**config.mk**
```make
export PLATFORM = sky130hd
export DESIGN_NAME = stream_read_command_exec
export DESIGN_NICKNAME = d
export VERILOG_FILES = /design/src/verilog/stream_read_pkg.sv /design/src/verilog/limit_if.sv /design/src/verilog/limit_timer.sv /design/src/verilog/default_limit_mem.sv /design/src/verilog/stream_read_command_exec.sv
export SDC_FILE = /design/constraint.sdc
export NUM_CORES = 2
export LEC_CHECK = 0
export ABC_AREA = 1
export BUFFER_PORTS_ARGS = -buffer_cell sky130_fd_sc_hd__buf_2
export CAP_MARGIN = 20
export CORE_ASPECT_RATIO = 1.75
export CORE_UTILIZATION = 48
export DETAILED_ROUTE_END_ITERATION = 10
export GPL_ROUTABILITY_DRIVEN = 1
export GPL_TIMING_DRIVEN = 0
export PLACE_DENSITY = 0.69
export SYNTH_ARGS = -nofsm -noshare
export SYNTH_HDL_FRONTEND = slang
export SYNTH_SLANG_ARGS = --single-unit
export TNS_END_PERCENT = 20
```
**constraint.sdc**
```tcl
create_clock -name CLOCK -period 37.2 [get_ports CLOCK]
set_clock_uncertainty 0.15 [all_clocks]
set_input_delay 7.44 -clock CLOCK [delete_from_list [all_inputs] [get_ports CLOCK]]
set_output_delay 7.44 -clock CLOCK [all_outputs]
set_load 0.03 [all_outputs]
```
**src/verilog/stream_read_pkg.sv**
```systemverilog
// constants and types shared by the stream read command logic
`default_nettype none
package stream_read_pkg;
  // task-file register indices on the plain register port
  localparam logic [3:0] REG_DATA        = 4'h0;
  localparam logic [3:0] REG_FEATURE     = 4'h1;
  localparam logic [3:0] REG_SECT_COUNT  = 4'h2;
  localparam logic [3:0] REG_SECT_NUMBER = 4'h3;
  localparam logic [3:0] REG_CYL_LOW     = 4'h4;
  localparam logic [3:0] REG_CYL_HIGH    = 4'h5;
  localparam logic [3:0] REG_DEVICE      = 4'h6;
  localparam logic [3:0] REG_COMMAND     = 4'h7;
  localparam logic [3:0] REG_CONTROL     = 4'h8;
  localparam logic [3:0] REG_TIME_UNIT   = 4'h9;
  localparam logic [3:0] REG_DEFAULT_LIM = 4'ha;
  localparam logic [3:0] REG_ERROR_LOG   = 4'hb;
  localparam logic [3:0] REG_MEDIA_CTRL  = 4'hc;
  localparam logic [7:0] OPCODE_STREAM_PIO = 8'h2b;
  localparam int CONTROL_HOB_BIT = 7;
  // feature current fields
  localparam int FEAT_URGENT_BIT = 7;
  localparam int FEAT_CONT_BIT   = 6;
  localparam int FEAT_NOSEQ_BIT  = 5;
  localparam int FEAT_RESUME_BIT = 4;
  // status and error bits
  localparam int ST_BSY = 7;
  localparam int ST_RDY = 6;
  localparam int ST_SE  = 5;
  localparam int ST_DRQ = 3;
  localparam int ST_ERR = 0;
  localparam int ER_CRC = 7;
  localparam int ER_UNC = 6;
  localparam int ER_IDN = 4;
  localparam int ER_ABT = 2;
  localparam int ER_COMPLETION_TIMEOUT_FLAG = 0;
  localparam logic [7:0] STATUS_RESET = 8'h40;
  localparam logic [15:0] TIME_UNIT_RESET = 16'h000a;
  localparam logic [23:0] MIN_LIMIT_US = 24'h000064;
  localparam int CLOCK_MHZ = 10;
  localparam logic [3:0] CYCLES_PER_US = 4'(CLOCK_MHZ);
  localparam logic [7:0] WORDS_PER_SECTOR = 8'hff;
  localparam int NUM_STREAMS = 8;
  typedef enum {ST_IDLE, ST_XFER, ST_DONE} state_type;
endpackage
`default_nettype wire

```
**src/verilog/limit_if.sv**
```systemverilog
// carrier between command logic and its time-limit timer
`timescale 1ns/100ps
`default_nettype none
interface limit_if;
  logic        start;
  logic        stop;
  logic [23:0] limit_us;
  logic        enabled;
  logic        expired;
  modport ctrl (output start, output stop, output limit_us, output enabled, input expired);
  modport timer (input start, input stop, input limit_us, input enabled, output expired);
endinterface
`default_nettype wire

```
**src/verilog/limit_timer.sv**
```systemverilog
// completion time limit timer counted in microseconds
`timescale 1ns/100ps
`default_nettype none
module limit_timer
(
  // clocking
  input wire logic CLOCK,
  input wire logic RST,
  input wire logic ce,
  // control
  limit_if.timer   lim
);
  logic [3:0]  tick_q;
  logic [23:0] us_q;
  logic        run_q;
  logic        exp_q;
  assign lim.expired = exp_q;
  // microsecond prescaler and elapsed count
  always_ff @(posedge CLOCK or posedge RST)
  begin
    if (RST)
    begin
      tick_q <= 4'h0;
      us_q <= 24'h000000;
      run_q <= 1'b0;
      exp_q <= 1'b0;
    end
    else if (ce)
    begin
      if (lim.start)
      begin
        tick_q <= 4'h0;
        us_q <= 24'h000000;
        run_q <= lim.enabled;
        exp_q <= 1'b0;
      end
      else if (lim.stop)
        run_q <= 1'b0;
      else if (run_q)
      begin
        if (tick_q == stream_read_pkg::CYCLES_PER_US - 4'h1)
        begin
          tick_q <= 4'h0;
          us_q <= us_q + 24'h000001;
          if (us_q + 24'h000001 >= lim.limit_us)
          begin
            exp_q <= 1'b1;
            run_q <= 1'b0;
          end
        end
        else
          tick_q <= tick_q + 4'h1;
      end
    end
  end
endmodule
`default_nettype wire

```
**src/verilog/default_limit_mem.sv**
```systemverilog
// per-stream default time limit store with registered read
`timescale 1ns/100ps
`default_nettype none
module default_limit_mem
#(
  parameter int DEPTH = 8
)
(
  // clocking
  input wire logic                     CLOCK,
  input wire logic                     RST,
  input wire logic                     ce,
  // write side
  input wire logic                     wr,
  input wire logic [$clog2(DEPTH)-1:0] waddr,
  input wire logic [7:0]               wdata,
  // read side
  input wire logic [$clog2(DEPTH)-1:0] raddr,
  output logic     [8:0]               rdata
);
  // bit 8 marks that a configure was ever given for the entry
  logic [8:0] mem_q [DEPTH];
  genvar g;
  generate
    for (g = 0; g < DEPTH; g++)
    begin : g_entry
      always_ff @(posedge CLOCK or posedge RST)
      begin
        if (RST)
          mem_q[g] <= 9'h000;
        else if (ce && wr && waddr == g)
          mem_q[g] <= {1'b1, wdata};
      end
    end
  endgenerate
  always_ff @(posedge CLOCK or posedge RST)
  begin
    if (RST)
      rdata <= 9'h000;
    else if (ce)
      rdata <= mem_q[raddr];
  end
endmodule
`default_nettype wire

```
**src/verilog/stream_read_command_exec.sv**
```systemverilog
// stream read pio command execution with time limit and error reporting
//
// Added by the designer: the strobed register port and the placing of the registers.
`timescale 1ns/100ps
`default_nettype none
// Summary of operation
// - opcode 2Bh starts stream read PIO
// - count from both bytes, zero means 65536
// - 48-bit address from current and previous bytes
// - urgent commands still bounded by time limit
// - continuous read never aborts on errors
// - continuous flag clear gives normal streaming read
// - continuous errors: full length, SE, log type
// - continuous timeout: stop, SE, log timeout
// - try delivering full length within limit
// - resume flag restarts at last error address
// - low three feature bits select stream
// - limit is previous feature times time unit
// - zero limit uses stream default
// - zero or missing default disables limit
// - timing runs from command write to interrupt
// - short limit raised to built-in minimum
// - first error address returned via both views
// - timeout sets error bit 0
// - continuous error sets status bit 5
// - stream error returns address and bad count
// - continuous error keeps ERR clear, logs bits
module stream_read_command_exec
(
  // clocking
  input wire logic        CLOCK,
  input wire logic        RST,
  input wire logic        CE,
  // register port
  input wire logic [3:0]  ADDR,
  input wire logic [15:0] WDATA,
  input wire logic        WR,
  input wire logic        RD,
  output logic     [15:0] RDATA,
  // media side
  input wire logic        MEDIA_ERR,
  input wire logic [3:0]  MEDIA_ERR_TYPE,
  // host signals
  output logic            INTRQ,
  output logic            STREAM_START,
  output logic [2:0]      STREAM_ID,
  output logic            NOT_SEQUENTIAL,
  output logic            URGENT
);
  limit_if lim ();
  stream_read_pkg::state_type state_q;
  logic [7:0]  feat_cur_q, feat_prev_q, cnt_cur_q, cnt_prev_q;
  logic [7:0]  sn_cur_q, sn_prev_q, cl_cur_q, cl_prev_q, ch_cur_q, ch_prev_q;
  logic        hob_q;
  logic [15:0] time_unit_q;
  logic [7:0]  status_q, error_q, err_log_q;
  logic [47:0] lba_q, first_err_q;
  logic [16:0] remain_q;
  logic [15:0] bad_cnt_q;
  logic        err_seen_q;
  logic [7:0]  word_q;
  logic [47:0] last_err_q [stream_read_pkg::NUM_STREAMS];
  logic        start_q, stop_q, limit_en_q, pend_q;
  logic [23:0] limit_q;
  logic [8:0]  dflt_rd;
  logic        cmd_wr, cont_mode;
  logic [2:0]  sid;
  logic [16:0] req_len;
  logic [47:0] req_lba;
  logic [23:0] req_limit;
  logic [7:0]  err_bits;

  assign cmd_wr = WR && ADDR == stream_read_pkg::REG_COMMAND
                  && WDATA[7:0] == stream_read_pkg::OPCODE_STREAM_PIO;
  assign sid = feat_cur_q[2:0];
  assign cont_mode = feat_cur_q[stream_read_pkg::FEAT_CONT_BIT];
  assign req_len = ({cnt_prev_q, cnt_cur_q} == 16'h0000) ? 17'h10000
                   : {1'b0, cnt_prev_q, cnt_cur_q};
  assign req_lba = {ch_prev_q, cl_prev_q, sn_prev_q, ch_cur_q, cl_cur_q, sn_cur_q};
  assign req_limit = (feat_prev_q != 8'h00) ? {16'h0000, feat_prev_q} * {8'h00, time_unit_q}
                     : {16'h0000, dflt_rd[7:0]} * {8'h00, time_unit_q};
  assign err_bits = {MEDIA_ERR_TYPE[3:2], 1'b0, MEDIA_ERR_TYPE[1], 1'b0, MEDIA_ERR_TYPE[0],
                     2'b00};

  default_limit_mem #(.DEPTH(stream_read_pkg::NUM_STREAMS)) u_dflt
  (
    .CLOCK (CLOCK),
    .RST   (RST),
    .ce    (CE),
    .wr    (WR && ADDR == stream_read_pkg::REG_DEFAULT_LIM),
    .waddr (WDATA[10:8]),
    .wdata (WDATA[7:0]),
    .raddr (sid),
    .rdata (dflt_rd)
  );

  assign lim.start = start_q;
  assign lim.stop = stop_q;
  assign lim.limit_us = limit_q;
  assign lim.enabled = limit_en_q;

  limit_timer u_timer
  (
    .CLOCK (CLOCK),
    .RST   (RST),
    .ce    (CE),
    .lim   (lim)
  );

  // task-file writes shift the previous byte in, as for 48-bit addressing
  always_ff @(posedge CLOCK or posedge RST)
  begin
    if (RST)
    begin
      feat_cur_q <= 8'h00;
      feat_prev_q <= 8'h00;
      cnt_cur_q <= 8'h00;
      cnt_prev_q <= 8'h00;
      sn_cur_q <= 8'h00;
      sn_prev_q <= 8'h00;
      cl_cur_q <= 8'h00;
      cl_prev_q <= 8'h00;
      ch_cur_q <= 8'h00;
      ch_prev_q <= 8'h00;
      hob_q <= 1'b0;
      time_unit_q <= stream_read_pkg::TIME_UNIT_RESET;
    end
    else if (CE && WR && state_q != stream_read_pkg::ST_XFER)
    begin
      case (ADDR)
        stream_read_pkg::REG_FEATURE:
        begin
          feat_prev_q <= feat_cur_q;
          feat_cur_q <= WDATA[7:0];
        end
        stream_read_pkg::REG_SECT_COUNT:
        begin
          cnt_prev_q <= cnt_cur_q;
          cnt_cur_q <= WDATA[7:0];
        end
        stream_read_pkg::REG_SECT_NUMBER:
        begin
          sn_prev_q <= sn_cur_q;
          sn_cur_q <= WDATA[7:0];
        end
        stream_read_pkg::REG_CYL_LOW:
        begin
          cl_prev_q <= cl_cur_q;
          cl_cur_q <= WDATA[7:0];
        end
        stream_read_pkg::REG_CYL_HIGH:
        begin
          ch_prev_q <= ch_cur_q;
          ch_cur_q <= WDATA[7:0];
        end
        stream_read_pkg::REG_CONTROL: hob_q <= WDATA[stream_read_pkg::CONTROL_HOB_BIT];
        stream_read_pkg::REG_TIME_UNIT: time_unit_q <= WDATA;
        default: ;
      endcase
    end
  end

  // the default lookup lands one cycle after the opcode, so the limit is chosen then
  always_ff @(posedge CLOCK or posedge RST)
  begin
    if (RST)
    begin
      pend_q <= 1'b0;
      start_q <= 1'b0;
      limit_q <= 24'h000000;
      limit_en_q <= 1'b0;
    end
    else if (CE)
    begin
      pend_q <= cmd_wr && state_q != stream_read_pkg::ST_XFER;
      start_q <= pend_q;
      if (pend_q)
      begin
        limit_en_q <= (feat_prev_q != 8'h00) || (dflt_rd[8] && dflt_rd[7:0] != 8'h00);
        limit_q <= (req_limit < stream_read_pkg::MIN_LIMIT_US)
                   ? stream_read_pkg::MIN_LIMIT_US : req_limit;
      end
    end
  end

  // command sequencing; the urgent flag is passed on, the timer bounds it either way
  always_ff @(posedge CLOCK or posedge RST)
  begin
    if (RST)
    begin
      state_q <= stream_read_pkg::ST_IDLE;
      status_q <= stream_read_pkg::STATUS_RESET;
      error_q <= 8'h00;
      err_log_q <= 8'h00;
      lba_q <= 48'h0;
      first_err_q <= 48'h0;
      remain_q <= 17'h0;
      bad_cnt_q <= 16'h0000;
      err_seen_q <= 1'b0;
      word_q <= 8'h00;
      stop_q <= 1'b0;
      INTRQ <= 1'b0;
      STREAM_START <= 1'b0;
      STREAM_ID <= 3'h0;
      NOT_SEQUENTIAL <= 1'b0;
      URGENT <= 1'b0;
      for (int i = 0; i < stream_read_pkg::NUM_STREAMS; i++)
        last_err_q[i] <= 48'h0;
    end
    else if (CE)
    begin
      stop_q <= 1'b0;
      STREAM_START <= 1'b0;
      case (state_q)
        stream_read_pkg::ST_IDLE, stream_read_pkg::ST_DONE:
        begin
          if (RD && ADDR == stream_read_pkg::REG_COMMAND)
            INTRQ <= 1'b0;
          if (start_q)
          begin
            state_q <= stream_read_pkg::ST_XFER;
            INTRQ <= 1'b0;
            status_q <= 8'h88;
            error_q <= 8'h00;
            err_log_q <= 8'h00;
            err_seen_q <= 1'b0;
            bad_cnt_q <= 16'h0000;
            remain_q <= req_len;
            word_q <= 8'h00;
            lba_q <= feat_cur_q[stream_read_pkg::FEAT_RESUME_BIT] ? last_err_q[sid]
                     : req_lba;
            STREAM_START <= 1'b1;
            STREAM_ID <= sid;
            NOT_SEQUENTIAL <= feat_cur_q[stream_read_pkg::FEAT_NOSEQ_BIT];
            URGENT <= feat_cur_q[stream_read_pkg::FEAT_URGENT_BIT];
          end
        end
        stream_read_pkg::ST_XFER:
        begin
          if (lim.expired)
          begin
            state_q <= stream_read_pkg::ST_DONE;
            stop_q <= 1'b1;
            INTRQ <= 1'b1;
            if (cont_mode)
            begin
              status_q <= 8'h60;
              err_log_q <= err_log_q | 8'h01;
            end
            else
            begin
              status_q <= 8'h41;
              error_q <= error_q | 8'h01;
            end
            if (!err_seen_q)
              first_err_q <= lba_q;
          end
          else if (RD && ADDR == stream_read_pkg::REG_DATA)
          begin
            word_q <= word_q + 8'h01;
            if (word_q == stream_read_pkg::WORDS_PER_SECTOR)
            begin
              lba_q <= lba_q + 48'h1;
              remain_q <= remain_q - 17'h1;
              if (MEDIA_ERR && !cont_mode)
              begin
                state_q <= stream_read_pkg::ST_DONE;
                stop_q <= 1'b1;
                INTRQ <= 1'b1;
                status_q <= 8'h41;
                error_q <= err_bits;
                first_err_q <= lba_q;
                last_err_q[sid] <= lba_q;
              end
              else
              begin
                if (MEDIA_ERR)
                begin
                  err_log_q <= err_log_q | err_bits;
                  if (!err_seen_q)
                  begin
                    first_err_q <= lba_q;
                    last_err_q[sid] <= lba_q;
                  end
                  err_seen_q <= 1'b1;
                  bad_cnt_q <= bad_cnt_q + 16'h0001;
                end
                if (remain_q == 17'h1)
                begin
                  state_q <= stream_read_pkg::ST_DONE;
                  stop_q <= 1'b1;
                  INTRQ <= 1'b1;
                  status_q <= (err_seen_q || MEDIA_ERR) ? 8'h60 : 8'h40;
                end
              end
            end
          end
        end
        default: state_q <= stream_read_pkg::ST_IDLE;
      endcase
    end
  end

  // register reads; address views follow the high-order select
  always_ff @(posedge CLOCK or posedge RST)
  begin
    if (RST)
      RDATA <= 16'h0000;
    else if (CE)
    begin
      RDATA <= 16'h0000;
      if (RD)
      begin
        case (ADDR)
          stream_read_pkg::REG_DATA: RDATA <= {8'h00, word_q};
          stream_read_pkg::REG_FEATURE: RDATA <= {8'h00, error_q};
          stream_read_pkg::REG_SECT_COUNT:
            RDATA <= {8'h00, hob_q ? bad_cnt_q[15:8] : bad_cnt_q[7:0]};
          stream_read_pkg::REG_SECT_NUMBER:
            RDATA <= {8'h00, hob_q ? first_err_q[31:24] : first_err_q[7:0]};
          stream_read_pkg::REG_CYL_LOW:
            RDATA <= {8'h00, hob_q ? first_err_q[39:32] : first_err_q[15:8]};
          stream_read_pkg::REG_CYL_HIGH:
            RDATA <= {8'h00, hob_q ? first_err_q[47:40] : first_err_q[23:16]};
          stream_read_pkg::REG_COMMAND: RDATA <= {8'h00, status_q};
          stream_read_pkg::REG_TIME_UNIT: RDATA <= time_unit_q;
          stream_read_pkg::REG_ERROR_LOG: RDATA <= {8'h00, err_log_q};
          default: RDATA <= 16'h0000;
        endcase
      end
    end
  end

  property p_cont_no_err;
    @(posedge CLOCK) disable iff (RST)
      (state_q == stream_read_pkg::ST_DONE && cont_mode && $rose(INTRQ)) |-> !status_q[0];
  endproperty
  a_cont_no_err: assert property (p_cont_no_err) else $error("err in cont mode");
  property p_start;
    @(posedge CLOCK) disable iff (RST)
      (CE && cmd_wr && state_q != stream_read_pkg::ST_XFER) ##1 CE ##1 CE |=> STREAM_START;
  endproperty
  a_start: assert property (p_start) else $error("opcode did not start stream");
  property p_start_busy;
    @(posedge CLOCK) disable iff (RST)
      STREAM_START |-> status_q[stream_read_pkg::ST_BSY] && state_q == stream_read_pkg::ST_XFER;
  endproperty
  a_start_busy: assert property (p_start_busy) else $error("start without busy");
  property p_limit_floor;
    @(posedge CLOCK) disable iff (RST)
      (CE && start_q && limit_en_q) |-> limit_q >= stream_read_pkg::MIN_LIMIT_US;
  endproperty
  a_limit_floor: assert property (p_limit_floor) else $error("limit below floor");
  property p_cont_timeout;
    @(posedge CLOCK) disable iff (RST)
      (CE && state_q == stream_read_pkg::ST_XFER && lim.expired && cont_mode)
      |=> status_q == 8'h60 && err_log_q[stream_read_pkg::ER_COMPLETION_TIMEOUT_FLAG];
  endproperty
  a_cont_timeout: assert property (p_cont_timeout) else $error("bad cont timeout end");
  property p_timeout_bit;
    @(posedge CLOCK) disable iff (RST)
      (CE && state_q == stream_read_pkg::ST_XFER && lim.expired && !cont_mode)
      |=> error_q[stream_read_pkg::ER_COMPLETION_TIMEOUT_FLAG] && status_q[stream_read_pkg::ST_ERR];
  endproperty
  a_timeout_bit: assert property (p_timeout_bit) else $error("timeout bit missing");
endmodule
`default_nettype wire

```
==> run summary <==
After global routing the overflow that remains totals 0. The worst register-to-register path ends at lim.limit_us[0]. The top-area cell type share of the netlist area is 0.428. The number of slew-limit violations in the final report came out at 0. The startpoint identified for the worst register-to-register timing path is time_unit_q[3]. The net count of the finished layout is 6263.

Total routing usage reported by global routing: 0.386. The floorplan step defined a core boundary enclosing 0.0955 mm2. Summed over all cells, the static leakage comes to 0.0256 uW. The logs give 8 for the initial antenna violation count and 7229 for the number of standard cells in the final layout excluding fillers. The area of the die is 0.0979 mm2. Per-cell via count in the routed design: 5.90. The cell with the most instances on the worst path is inv_1.

The post-synthesis async set-or-reset flop share was 1.00; the biggest fanout along the worst timing path was 10. The worst-case IR drop observed on VDD is 0.0416 mV. Remaining antenna violation count after routing: 0. For the pin with the worst max-slew slack, the measured transition is 1.38 ns. The die height is 413 um, and the cell count of the worst hold path is 2. TritonCTS built the clock tree. The parity-gate share of the synthesized area counting xor and xnor cells was 0.0106. The worst register-to-register path has a setup slack of 30.40 ns. Routability-driven placement finished with a final weighted congestion of 1.04.

The logs give 0.430 for the sequential cell area fraction in the yosys report and 42700 for the vias after detailed routing. In this design, the stage delay of the slowest critical-path cell is 0.69 ns. In this run the tool buffered the top-level ports with 52 buffer cells. The worst min-delay path startpoint was u_dflt.mem_q[17]. Before antenna repair, the detailed router went through 6 iterations. The worst hold path terminates at u_dflt.mem_q[17].

The number of clock buffers inserted by TritonCTS is 79. The fraction of final layout cells with drive strength greater than 1 is 0.0551. The H-tree was split into 3 levels. The minimum clock period works out to 10.20 ns. Yosys attributes the largest share of cell area to dfrtp_1 (43%), nand2_1 (11%), o21ai_0 (8.8%). By area, the combinational part of the netlist is dominated by simple AND/OR/NAND/NOR gates. Post-CTS timing repair inserted 0 buffers for setup.

Yosys mapped a number of flops with a built-in enable equal to 0. The cell accounting for the most synthesized area was dfrtp_1. Setup repair after global routing left no endpoint under its margin. The setup TNS was 0 ns; the depth of the most critical reg-to-reg path was 27.

The worst max-slew margin expressed relative to the limit came out at 0.0809. The wire length of the first global-routing pass was 273 mm; the average size of a mapped cell was 8.00 um2. Complex-gate fraction of the synthesized area: 0.163.

The tool flagged a number of max-cap violations equal to 0. The logs give 3 for the maximum buffer depth of the clock tree and 0.0464 mm2 for the netlist area before placement. The tools report the category of the worst setup path capture point as a register.

The library cells used most frequently in the layout, excluding fill and tap cells, are nand2_1 (1398), o21ai_0 (817), inv_1 (808), dfrtp_1 (794), nor2_1 (414). The run gives 0.535 as the core occupancy in the finished layout. The critical path goes through buf_2 -> nor2_1 -> inv_1 -> nor2_4 -> nand2_1 -> nor2_2 -> inv_1 -> nor4_4 -> nand3_1 -> clkbuf_1 -> o21ai_0. The flow ran to the end, and the final reports show no timing, DRC or antenna violations.

The adder and majority cell fraction of the synthesized area was 0.105; the total DRC errors in the routed layout was 0. At the later pin of the worst-skew pair, clock insertion delay measures 0.73 ns. Required time at the endpoint of the critical path: 37.64 ns. In this run the horizontal extent of the chip is 237 um.

Data on the critical path arrives at its endpoint at 10.64 ns. After detailed placement, the design holds a cell count of 7072. Leading register cell type out of synthesis: dfrtp_1. Routed wire length per instance: 25.6 um. For this design, the slowest cell found on the critical path is nor4_4. Clock transition time at the flip-flop clock pins of the worst setup and hold paths: 0.06 ns. Yosys synthesis warning count: 0.

The detailed router finished its first iteration with 4337 violations. Synthesis produced a netlist with a net count of 6114. The mux cell area share after synthesis came out at 0.00850.

Setup violations remaining at the end of the flow were counted as 0. The number of hold buffers added after CTS was 0. The relative area change from synthesis to final layout is 10.3%. The number of cell rows is 150, and the power per cell area is 58.2 mW/mm2.

In this run, synthesis produced a sequential element count of 797. The worst hold path class was register to register. STA classifies the critical path startpoint as an input port. The post-cts sizing count is 0, and the detailed placer's ending HPWL is 140 mm. Area fraction in and, or, nand and nor cells after synthesis: 0.181. The hold violation count in the final report was 0. The library cell used most frequently in the layout, excluding fill and tap cells, is nand2_1.

The largest net degree at the start of global routing was 130; the I/O pin count was 53. The tools report the initial standard-cell utilization of the core as 0.485. The final wirelength was 185 mm. The post-route clock period utilization works out to 0.274.

The run gives 43200 as the via count of the first global-routing pass. By startpoint and endpoint, the worst setup path is classified as input port to register. After synthesis, the netlist uses 56 different library cells. The tools report the root buffer selected by CTS as clkbuf_16. For the number of clock sinks seen by CTS, the log shows 797. In the synthesized netlist, the number of instances is 5796. The highest clock frequency the design can meet came out at 0.0981 GHz.
[synth_stat cells (49+ instances only)]
master	instances
xor2_1	53
nor2_1	414
nor3_1	60
clkbuf_1	270
ha_1	120
a21oi_1	197
inv_1	809
dfrtp_1	794
nand3_1	155
a22o_1	49
fa_1	168
o21ai_1	56
o21ai_0	817
nand2_1	1398
[worst max-delay path, delay by kind of cell]
family / cells / cell delay, ns
buf+inv: 4 / 0.90
compound gates: 1 / 0.30
simple gates: 6 / 1.99
[report_power, final]
group | leakage [uW] | internal [uW] | switching (uW)
logic | 0.0137 | 279 | 781
registers | 0.0107 | 975 | 93.7
clock network | 0.00130 | 466 | 381
total | 0.0256 | 1720 | 1260
[stage by stage]
| stage | worst slack, ns | hold WS, ns | power, uW | cell area [um2] |
|---|---|---|---|---|
| final | 27.00 | 0.307 | 2980 | 51100 |
| after global placement | -1.87 | 0.283 | 2060 | 48200 |
| after CTS | 27.22 | 0.308 | 2920 | 51000 |
| after floorplan | 7.23 | 0.270 | 1650 | 46400 |
| after detailed placement | 26.51 | 0.294 | 2080 | 48400 |
| after global routing | 26.86 | 0.326 | 3090 | 51100 |
[how the worst max path moves through the flow]
stage / start / end / slack (ns)
after global placement: RST / last_err_q[101] / -1.87
after global routing: CE / u_timer.us_q[3] / 26.86
after floorplan: RST / INTRQ / 7.23
final: ADDR[3] / last_err_q[377] / 27.00
after CTS: ADDR[3] / last_err_q[372] / 27.22
after detailed placement: RST / last_err_q[101] / 26.51
[kinds of logic after synthesis]
family                     count (synthesis)
adders and majority gates                288
AOI/OAI and AO/OA                       1341
and+or+nand+nor                         2106
muxes                                     35
xor gates and xnor gates                  56
DFF                                      797
buffers and inverters                   1173
[area by class of cell]
cell class,count,area [um2]
Tap cell,1216,1520
Clock buffer,109,2260
Buffer,355,1630
Antenna cell,5,12.5
Fill cell,9198,44400
Multi-Input combinational cell,3826,21700
Timing Repair Buffer,68,568
Inverter,818,3080
Clock inverter,35,389
Sequential cell,797,19900
[per-layer routing]
metal	wire, um	vias up	part of all wire	GRT usage
met1	58200	20700	0.31	0.369
met5	12	-	0.000065	0.00397
li1	-	19000	-	-
met4	24600	2	0.13	0.432
met3	12800	947	0.069	0.0821
met2	89700	2096	0.48	0.654
[registers in the layout, summed over array words and instances, names as in the netlist, 8 cells and up]
name and cells:
ch_cur_q 8, remain_q 17, sn_cur_q 8, first_err_q 48
feat_prev_q 8, lba_q 48, sn_prev_q 8, cnt_prev_q 8
cnt_cur_q 8, u_timer.us_q 24, cl_prev_q 8, lim.limit_us 24
bad_cnt_q 16, u_dflt.rdata 9, word_q 8, RDATA 16
ch_prev_q 8, time_unit_q 16, feat_cur_q 8, u_dflt.mem_q 72
cl_cur_q 8, last_err_q 384
(Power assumes the default switching activity.)
